File: src/scs_map.vh
`ifndef SCS_MAP_VH
`define SCS_MAP_VH
// register byte addresses
`define SCS_ADDR_CTRL 12'h000
`define SCS_ADDR_STATUS 12'h004
`define SCS_ADDR_DATA 12'h008
`define SCS_ADDR_LEN 12'h00c
`define SCS_ADDR_COUNT 12'h010
// control fields
`define SCS_CTRL_INIT_EN 0
`define SCS_CTRL_PIN_VARIANT 1
`define SCS_CTRL_AUTO_RESTART 2
`define SCS_CTRL_RECONFIG 3
`define SCS_CTRL_ABORT 4
`define SCS_CTRL_RESET 8'h01
// scheme codes
`define SCS_SCHEME_SERIAL 2'h0
`define SCS_SCHEME_PAR_CLK 2'h1
`define SCS_SCHEME_PAR_MEM 2'h2
`define SCS_SCHEME_SER_UNCLK 2'h3
// stream length in bits
`define SCS_LEN_MIN 22'h01ccf0
`define SCS_LEN_MAX 22'h3b2c70
`define SCS_LEN_RESET 22'h01ccf0
// init-done high over roughly the first configuration clocks
`define SCS_INIT_CLKS 6'h28
// initialization phase length in cycles
`define SCS_INIT_PHASE 8'h20
`endif

File: src/scs_sequencer.v
// The APB register port and the address map were decided locally.
`include "scs_map.vh"
`default_nettype none

module scs_sequencer (
    // apb
    input wire pclk,
    input wire presetn,
    input wire psel,
    input wire penable,
    input wire pwrite,
    input wire [11:0] paddr,
    input wire [31:0] pwdata,
    output reg [31:0] prdata,
    output reg pready,
    output reg pslverr,
    // configuration pins
    input wire config_req_n,
    input wire scheme_select_lo,
    input wire scheme_select_hi,
    input wire scheme_select_pin,
    input wire fault_status_n_in,
    output reg fault_status_n_out,
    output reg fault_status_n_oe,
    output reg config_done,
    output reg init_done,
    output reg device_ready,
    // serial data stream from memory or host
    input wire cfg_clk,
    input wire cfg_data,
    // user i/o control
    output reg user_io_oe_allow,
    output reg user_io_pullup,
    output reg user_mode
);

////////////////////////////////////////////////////////////////////////////////
localparam ST_RESET = 2'h0;
localparam ST_CONFIG = 2'h1;
localparam ST_INIT = 2'h2;
localparam ST_USER = 2'h3;

// decode of select pins; variant 1 is the single-pin part
function [1:0] scs_decode;
    input variant;
    input hi;
    input lo;
    input pin;
    begin
        if (variant)
            scs_decode = pin ? `SCS_SCHEME_SER_UNCLK : `SCS_SCHEME_SERIAL;
        else if (hi && lo)
            scs_decode = `SCS_SCHEME_PAR_MEM;
        else if (hi)
            scs_decode = `SCS_SCHEME_PAR_CLK;
        else
            scs_decode = `SCS_SCHEME_SERIAL;
    end
endfunction

////////////////////////////////////////////////////////////////////////////////
// three-stage synchronisers; a change counts when stages two and three agree
reg [2:0] req_sync;
reg [2:0] clk_sync;
reg [2:0] dat_sync;
reg [2:0] flt_sync;
reg [2:0] lo_sync;
reg [2:0] hi_sync;
reg [2:0] pin_sync;
reg req_level;
reg clk_level;
reg flt_level;
reg lo_level;
reg hi_level;
reg pin_level;

always @(posedge pclk or negedge presetn)
begin
    if (!presetn)
    begin
        req_sync <= 3'h0;
        clk_sync <= 3'h0;
        dat_sync <= 3'h0;
        flt_sync <= 3'h7;
        lo_sync <= 3'h0;
        hi_sync <= 3'h0;
        pin_sync <= 3'h0;
        req_level <= 1'b0;
        clk_level <= 1'b0;
        flt_level <= 1'b1;
        lo_level <= 1'b0;
        hi_level <= 1'b0;
        pin_level <= 1'b0;
    end
    else
    begin
        req_sync <= {req_sync[1:0], config_req_n};
        clk_sync <= {clk_sync[1:0], cfg_clk};
        dat_sync <= {dat_sync[1:0], cfg_data};
        flt_sync <= {flt_sync[1:0], fault_status_n_in};
        lo_sync <= {lo_sync[1:0], scheme_select_lo};
        hi_sync <= {hi_sync[1:0], scheme_select_hi};
        pin_sync <= {pin_sync[1:0], scheme_select_pin};
        if (req_sync[1] == req_sync[2])
            req_level <= req_sync[2];
        if (clk_sync[1] == clk_sync[2])
            clk_level <= clk_sync[2];
        if (flt_sync[1] == flt_sync[2])
            flt_level <= flt_sync[2];
        // select pins only count once stages two and three agree, so a pin
        // that bounces near the request edge cannot pick a half-changed scheme
        if (lo_sync[1] == lo_sync[2])
            lo_level <= lo_sync[2];
        if (hi_sync[1] == hi_sync[2])
            hi_level <= hi_sync[2];
        if (pin_sync[1] == pin_sync[2])
            pin_level <= pin_sync[2];
    end
end

wire req_agree = (req_sync[1] == req_sync[2]);
wire req_rise = req_agree && req_sync[2] && !req_level;
wire req_low = req_agree && !req_sync[2];
wire clk_rise = (clk_sync[1] == clk_sync[2]) && clk_sync[2] && !clk_level;
wire ext_fault = (flt_sync[1] == flt_sync[2]) && !flt_sync[2] && flt_level;

////////////////////////////////////////////////////////////////////////////////
// registers
reg [7:0] ctrl;
reg [21:0] stream_len;
reg [21:0] bit_count;
reg [31:0] shift_word;
reg [1:0] state;
reg [1:0] scheme;
reg [5:0] init_clks;
reg [7:0] init_timer;
reg error_seen;
reg sw_reconfig;
reg sw_abort;

wire apb_access = psel && penable && pready;
wire apb_write = apb_access && pwrite;

always @(posedge pclk or negedge presetn)
begin
    if (!presetn)
    begin
        ctrl <= `SCS_CTRL_RESET;
        stream_len <= `SCS_LEN_RESET;
        sw_reconfig <= 1'b0;
        sw_abort <= 1'b0;
    end
    else
    begin
        sw_reconfig <= apb_write && paddr == `SCS_ADDR_CTRL && pwdata[`SCS_CTRL_RECONFIG];
        sw_abort <= apb_write && paddr == `SCS_ADDR_CTRL && pwdata[`SCS_CTRL_ABORT];
        if (apb_write && paddr == `SCS_ADDR_CTRL)
            ctrl <= {5'h0, pwdata[2:0]};
        // length is clamped to the legal density span
        if (apb_write && paddr == `SCS_ADDR_LEN && state == ST_RESET)
        begin
            if (pwdata[21:0] < `SCS_LEN_MIN)
                stream_len <= `SCS_LEN_MIN;
            else if (pwdata[21:0] > `SCS_LEN_MAX)
                stream_len <= `SCS_LEN_MAX;
            else
                stream_len <= pwdata[21:0];
        end
    end
end

////////////////////////////////////////////////////////////////////////////////
// sequencer
// a request or software reconfigure beats every phase, including a fault,
// so the fault line is released as soon as the system asks again
wire restart = req_low || sw_reconfig;
wire word_bit = apb_write && paddr == `SCS_ADDR_DATA;
wire take_bit = (state == ST_CONFIG) && (clk_rise || word_bit);
// the stream length is fixed per density, so the count alone ends loading;
// a short stream never completes and must be cut by a request or abort
wire stream_full = (bit_count == stream_len);

always @(posedge pclk or negedge presetn)
begin
    if (!presetn)
    begin
        state <= ST_RESET;
        scheme <= `SCS_SCHEME_SERIAL;
        bit_count <= 22'h0;
        shift_word <= 32'h0;
        init_clks <= 6'h0;
        init_timer <= 8'h0;
        error_seen <= 1'b0;
    end
    else
    begin
        if (restart)
        begin
            state <= ST_RESET;
            error_seen <= 1'b0;
        end
        else
        begin
            case (state)
                ST_RESET:
                begin
                    // error holds until request restarts unless auto restart is set
                    if (error_seen && ctrl[`SCS_CTRL_AUTO_RESTART])
                        error_seen <= 1'b0;
                    else if (req_rise && !error_seen)
                    begin
                        scheme <= scs_decode(ctrl[`SCS_CTRL_PIN_VARIANT], hi_level,
                                             lo_level, pin_level);
                        bit_count <= 22'h0;
                        init_clks <= 6'h0;
                        state <= ST_CONFIG;
                    end
                end
                ST_CONFIG:
                begin
                    if (ext_fault || sw_abort)
                    begin
                        error_seen <= 1'b1;
                        state <= ST_RESET;
                    end
                    else if (stream_full)
                    begin
                        init_timer <= `SCS_INIT_PHASE;
                        state <= ST_INIT;
                    end
                    else if (take_bit)
                    begin
                        bit_count <= bit_count + 22'h1;
                        shift_word <= {shift_word[30:0], word_bit ? pwdata[0] : dat_sync[2]};
                        if (init_clks != `SCS_INIT_CLKS)
                            init_clks <= init_clks + 6'h1;
                    end
                end
                ST_INIT:
                begin
                    if (init_timer == 8'h0)
                        state <= ST_USER;
                    else
                        init_timer <= init_timer - 8'h1;
                end
                // user mode holds until a request; passive hosts reload from here
                ST_USER:
                    state <= ST_USER;
                default:
                    state <= ST_RESET;
            endcase
        end
    end
end

////////////////////////////////////////////////////////////////////////////////
// pin outputs, all from flip-flops
always @(posedge pclk or negedge presetn)
begin
    if (!presetn)
    begin
        fault_status_n_out <= 1'b0;
        fault_status_n_oe <= 1'b1;
        config_done <= 1'b0;
        init_done <= 1'b0;
        device_ready <= 1'b0;
        user_io_oe_allow <= 1'b0;
        user_io_pullup <= 1'b0;
        user_mode <= 1'b0;
    end
    else
    begin
        fault_status_n_out <= 1'b0;
        // open drain: pull low while an error is held and while reset is asserted
        fault_status_n_oe <= error_seen;
        // done is masked by restart at once so it drops one edge after restart, four edges after the request falls
        config_done <= (state == ST_INIT || state == ST_USER) && !restart;
        // init-done counts taken bits, not pclk cycles, so a slow stream stretches it
        init_done <= ctrl[`SCS_CTRL_INIT_EN] &&
                     ((state == ST_RESET && req_agree && !req_sync[2]) ||
                      (state == ST_CONFIG && init_clks != `SCS_INIT_CLKS));
        // readiness toward the memory: in config and not faulted
        device_ready <= state == ST_CONFIG && !error_seen;
        user_io_oe_allow <= state == ST_USER && !restart;
        // pull-up is on in every non-user state, reset included, and off only in user mode or while presetn is low; it only weakens the pins,
        // it never drives them against the board
        user_io_pullup <= state != ST_USER;
        user_mode <= state == ST_USER && !restart;
    end
end

////////////////////////////////////////////////////////////////////////////////
// apb read side; one wait state so every answer takes two cycles after setup
always @(posedge pclk or negedge presetn)
begin
    if (!presetn)
    begin
        pready <= 1'b0;
        prdata <= 32'h0;
        pslverr <= 1'b0;
    end
    else
    begin
        // unmapped reads still answer, flagged by pslverr, so a host never hangs
        pready <= psel && penable && !pready;
        pslverr <= 1'b0;
        prdata <= 32'h0;
        if (psel && penable && !pready)
        begin
            case (paddr)
                `SCS_ADDR_CTRL: prdata <= {24'h0, ctrl};
                `SCS_ADDR_STATUS: prdata <= {24'h0, error_seen, scheme, user_mode,
                                             config_done, state, 1'b0};
                `SCS_ADDR_DATA: prdata <= shift_word;
                `SCS_ADDR_LEN: prdata <= {10'h0, stream_len};
                `SCS_ADDR_COUNT: prdata <= {10'h0, bit_count};
                default: pslverr <= 1'b1;
            endcase
        end
    end
end

endmodule // scs_sequencer
`default_nettype wire

File: config.mk
export PLATFORM = sky130hd
export DESIGN_NAME = scs_sequencer
export DESIGN_NICKNAME = d
export VERILOG_FILES = /design/src/scs_sequencer.v
export VERILOG_INCLUDE_DIRS = /design/src
export SDC_FILE = /design/constraint.sdc
export NUM_CORES = 1
export LEC_CHECK = 0
export BUFFER_PORTS_ARGS = -buffer_cell sky130_fd_sc_hd__buf_2
export CORE_ASPECT_RATIO = 0.5
export CORE_MARGIN = 2
export CORE_UTILIZATION = 35
export DETAILED_ROUTE_END_ITERATION = 7
export PLACE_DENSITY_LB_ADDON = 0.2
export SLEW_MARGIN = 25
export SYNTH_ARGS = -nofsm -noshare
export SYNTH_HDL_FRONTEND = slang
export SYNTH_SLANG_ARGS = --single-unit
File: constraint.sdc
create_clock -name pclk -period 4 [get_ports pclk]
set_input_delay 1 -clock pclk [delete_from_list [all_inputs] [get_ports pclk]]
set_output_delay 1 -clock pclk [all_outputs]
set_load 0.1 [all_outputs]
Word-level counts from Yosys, hierarchy flattened

Index checks and enable logic that the tools add are counted.

Register bits: 167
Latch bits: 0
Memory bits (writable): 0
Bits in read-only memories: 0
Output and inout bits: 42
Memories kept: 0

Add/subtract/negate cells: 3
Multiply operators: 0
Div/mod/pow operators: 0
Magnitude comparators: 2
Equality and inequality tests: 30
Shifts and indexed selects: 0
Muxes and demuxes: 39
Bitwise operators: 4
Reductions and logical operators: 54

Operators by type and width:

| cell                                                                   | count |
|---|---|
| 32-bit case mux with 5 select lines                                    | 1 |
| 22-bit two-way mux                                                     | 7 |
| 22-bit case mux with 2 select lines                                    | 1 |
| 6-bit two-way mux                                                      | 6 |
| 32-bit two-way mux                                                     | 1 |
| 1-bit logical AND                                                      | 28 |
| 12-bit by 4-bit equality test with 1-bit output, second input constant | 2 |
| 8-bit two-way mux                                                      | 3 |
| 22-bit by 1-bit adder with 22-bit output, second input constant        | 1 |
| 22-bit equality test                                                   | 1 |
| 22-bit greater-than comparator, second input constant                  | 1 |
| 22-bit by 17-bit < comparator with 1-bit output, second input constant | 1 |
| 2-bit two-way mux                                                      | 9 |
| 2-bit != test, second input constant                                   | 8 |
| 8-bit case mux with 2 select lines                                     | 1 |
| 3-bit != test, second input constant                                   | 5 |
| 12-bit by 3-bit equality test with 1-bit output, second input constant | 1 |
| 12-bit by 5-bit equality test with 1-bit output, second input constant | 1 |
| 12-bit logical NOT                                                     | 1 |
| 6-bit case mux with 2 select lines                                     | 1 |
| 5-bit AND reduction                                                    | 2 |
| 8-bit logical NOT                                                      | 1 |
| 2-bit case mux with 4 select lines                                     | 1 |
| 4-bit AND reduction                                                    | 2 |
| other kinds (20)                                                       | 46 |

Depth between registers and ports, before layout

Word-level depth: 10
Depth in mapped cells: 9
Gate-level depth less buffers: 7

Worst setup path before layout

Ideal clock, no wire load.

Path kind: input -> register
Start: input paddr[1]
End: register shift_word[27]
Arrival: 2.567 ns
Path slack: 1.305 ns
Stages on the path: 8
Buffers on the path: 3
Cells stage by stage: nor4_4 > and4_1 > buf_4 > a21oi_2 > a211o_1 > buf_6 > buf_2 > mux2_1

Cells in the longest elaborated chain, start to end: 5

Ends and longest elaborated chain:

| element                                         | line                | RTL |
|---|---|---|
| from (decl)                                     | scs_sequencer.v:12  | `input wire [11:0] paddr,` |
| 12-bit by 4-bit equality test with 1-bit output | n/a                 |  |
| 1-bit logical AND (no source line)              | n/a                 |  |
| 1-bit logical OR                                | scs_sequencer.v:178 | `wire take_bit = (state == ST_CONFIG) && (clk_rise \|\| word_bit);` |
| 1-bit logical AND                               | scs_sequencer.v:178 |  |
| 5-bit AND reduction (no source line)            | n/a                 |  |
| to (signal assigned)                            | scs_sequencer.v:234 | `shift_word <= {shift_word[30:0], word_bit ? pwdata[0] : dat_sync[2]};` |
| to (decl)                                       | scs_sequencer.v:132 | `reg [31:0] shift_word;` |

No other way between the ends.
A chain may end at the register's enable or synchronous reset.

Final worst setup path

Start: register bit_count[8]
End: register shift_word[23]

Cells in the longest elaborated chain, start to end: 3

Ends and longest elaborated chain:

| element                              | line                | RTL |
|---|---|---|
| from (decl)                          | scs_sequencer.v:131 | `reg [21:0] bit_count;` |
| from (signal assigned)               | scs_sequencer.v:233 | `bit_count <= bit_count + 22'h1;` |
| 22-bit equality test                 | scs_sequencer.v:181 | `wire stream_full = (bit_count == stream_len);` |
| 1-bit inverter (no source line)      | n/a                 |  |
| 5-bit AND reduction (no source line) | n/a                 |  |

No other way between the ends.

==> flow_summary_export.csv <==
group,metric,value,unit
yosys,syn-cell-area,7480,sq um
run_status,outcome,"completed",
worst_hold_path,hp-class,"reg -> reg",
global_routing,grt_overflow,0,
yosys,async_flop_share,100,%
sta,setup_tns,0,ns
finish,nets,802,
clock_tree,htreeDepth,4,
clock_tree,cts_buffers,17,
place,io_buffers,86,
clock_tree,cts_buffer_depth,2,
route,drc,0,
global_routing,grt_max_degree,87,
finish,drive_above_1_share,21.5,%
sta,rsz0062_at_grt,"no",
route,dr.pass1.iters,5,
critical_path,critPathKind,"reg -> reg",
yosys,ys.flop_type,"dfrtp_1",
sta,period_needed,3.09,ns
floorplanning,dieArea,22600,sq um
floorplanning,num_rows,37,
finish,num-fill-cells,2006,
power_and_ir_drop,leakage,4.16,nW
critical_path,worst_setup_path_start_kind,"flip-flop",
power_and_ir_drop,switching_share,31.3,%
sta,clock-skew-final,0.0137,ns
place,place.gp.congestion,0.803,
floorplanning,die_w,211,microns
critical_path,crit_chain,"xnor2_1, nand4_1, nor4_2, a211o_2, buf_4, mux2_1",
yosys,yosysTopAreaCell,"dfrtp_1",
yosys,yosys-top-cells-area,"dfrtp_1, dfstp_2, mux2_1, nand2_1, a222oi_1",
finish,area_delta_synth_final,16.9,%
place,dp.final_hpwl,13.0,mm
route,drt_iter0_drc,464,
route,routed-via-count,5549,
yosys,yosys_warnings,0,
critical_path,r2r_cells,6,
sta,hold_viol,0,
finish,antenna_cells,0,
route,route.final.wire_length,18.8,mm
clock_tree,clk_latency,0.43,ns
sta,finalCritPeriodShare,77.1,%
clock_tree,cts_sinks,167,
power_and_ir_drop,pwr-share-clk,37.2,%
power_and_ir_drop,power.internal,3.03,mW
worst_hold_path,holdPathStages,0,
global_routing,grt_pass1_wl,30.4,mm
sta,fmax,0.324,GHz
finish,final_cells,1023,
power_and_ir_drop,p_seq_share,45.9,%
sta,setup_viol,0,
clock_tree,postCtsResizedCells,0,
floorplanning,fp.dieH,107,microns
yosys,syn_nets,725,
critical_path,endpoint_kind,"flip-flop",
route,avgViaCountPerCell,5.42,
clock_tree,cts_tree,"yes",
sta,drv_slew,0,
power_and_ir_drop,power_density,504,nW/um^2
clock_tree,clk_pin_slew,0.06,ns
global_routing,grt_pass1_vias,5382,
critical_path,cp.required,4.30,ns
critical_path,crit_arrival,3.38,ns
yosys,synth_common_cells,"dfrtp_1, nand2_1, nor2_1",
yosys,ys_ff_latch,167,
sta,holdWs,0.348,ns
power_and_ir_drop,power_frac_comb,17.0,%
place,dp_cells,991,
route,drt.antenna.violating_nets,0,
critical_path,slowest_stage,"a211o_2",
sta,worst_pin_slew,0.765,ns
sta,max_slew_margin,49.0,%
power_and_ir_drop,p_switching,1.38,mW
floorplanning,start_util,36.1,%
yosys,synth_edf_count,0,
yosys,synthesis.instances,660,
global_routing,antenna_found_initial,0,
place,placed_area,8170,sq um
finish,design_area,8740,sq um
finish,final_util,42.2,%
yosys,synth-seq-area-share,56.1,%
yosys,syn_area_per_cell,11.3,sq um
job,max_cap_viol_count,0,
clock_tree,postCtsSetupBuffers,0,
yosys,synth_most_common_cell,"dfrtp_1",
route,wire_per_inst,18.4,microns
global_routing,grtUsageTotal,17.7,%
power_and_ir_drop,ir_drop,0.345,mV
yosys,synth_top_area_share,50.9,%
clock_tree,root_buffer,"clkbuf_16",
floorplanning,core_area,20700,sq um
clock_tree,holdBufCountCts,0,
floorplanning,ioPinCount,98,
yosys,synth_cell_types,63,
critical_path,path_max_fanout,30,
critical_path,critPathMaxStageDelay,0.70,ns
-- layout by cell type (no fill, tap or decap), drive strengths merged, types with 5 or more instances in the layout --
cell type	count
or3	5
clkbuf	22
nor3b	7
xnor2	22
o31ai	13
o211ai	8
o21ai	11
a211o	8
nand4	11
inv	17
o22a	9
nor2	41
and3	27
a22o	10
mux2	36
a21oi	20
buf	98
dfstp	15
dfrtp	152
a222oi	22
nand3	27
nand2	59
a21o	16
and2	6
ha	9
nor3	17
-- cell families after synthesis --
family	after synthesis	share of synthesized area (%)
AND/OR/NAND/NOR	225	15.6
flip-flops	167	56.1
AO/OA/AOI/OAI	138	14.3
buffers and inverters	55	3.45
multiplexers	40	5.96
XOR/XNOR	22	2.58
adder cells (fa/ha/maj)	12	1.91
other	1	0.0501
-- worst paths after layout --
check	from	to	slack (ns)
worst min-delay path	clk_sync[0]	clk_sync[1]	0.35
worst max register to register	bit_count[8]	shift_word[23]	0.91
max in group asynchronous	presetn	stream_len[14]	2.63
min in group asynchronous	presetn	prdata[26]	0.52
worst max-delay path	bit_count[8]	shift_word[23]	0.91
worst min register to register	clk_sync[0]	clk_sync[1]	0.35
-- through the flow --
step           setup WS, ns  power, mW
6_report              0.915       4.41
2_1_floorplan          1.31       2.54
3_3_place_gp          0.783       2.79
5_1_grt               0.800       4.64
4_1_cts               0.964       4.45
3_5_place_dp          0.742       2.80
-- power by group through the flow --
| stage | sequential [mW] | combinational [mW] | clock, mW |
|---|---|---|---|
| detailed placement | 2.05 | 0.752 | 0 |
| global route | 2.05 | 0.837 | 1.76 |
| finish | 2.02 | 0.749 | 1.64 |
| floorplan | 2.06 | 0.475 | 0 |
| CTS | 2.02 | 0.757 | 1.67 |
| global placement | 2.04 | 0.742 | 0 |
-- worst max-delay path: cells and delay by family (launching register included) --
kind | cells | cell delay (ns)
AO/OA/AOI/OAI | 1 | 0.70
AND/OR/NAND/NOR | 2 | 0.81
XOR/XNOR | 1 | 0.27
multiplexers | 1 | 0.34
buffers and inverters | 1 | 0.36
flip-flops | 1 | 0.47
-- layout make-up --
type                            instances  area [sq um]  area share [%]
Clock buffer                           22           454            5.20
Clock inverter                         10           121            1.39
Inverter                               15          56.3           0.644
Multi-Input combinational cell        438          3030            34.7
Sequential cell                       167          4200            48.0
Tap cell                              273           342            3.91
Timing Repair Buffer                   98           539            6.17
-- metal layers --
layer	global-route usage (%)	wire length [microns]	vias to the layer above
met2	26.4	8360	137
li1	-	-	2579
met1	25.5	9260	2817
met3	4.61	993	16
met4	4.48	213	0
met5	0	0	-
-- sequential cells by signal (all words and copies together), names as in the netlist, 2 cells and up --
name / count
bit_count: 22
clk_sync: 3
ctrl: 3
dat_sync: 3
flt_sync: 3
hi_sync: 3
init_clks: 6
init_timer: 8
lo_sync: 3
pin_sync: 3
prdata: 32
req_sync: 3
scheme: 2
shift_word: 32
state: 2
stream_len: 22
Note: power is estimated with default switching activity, not from simulation.
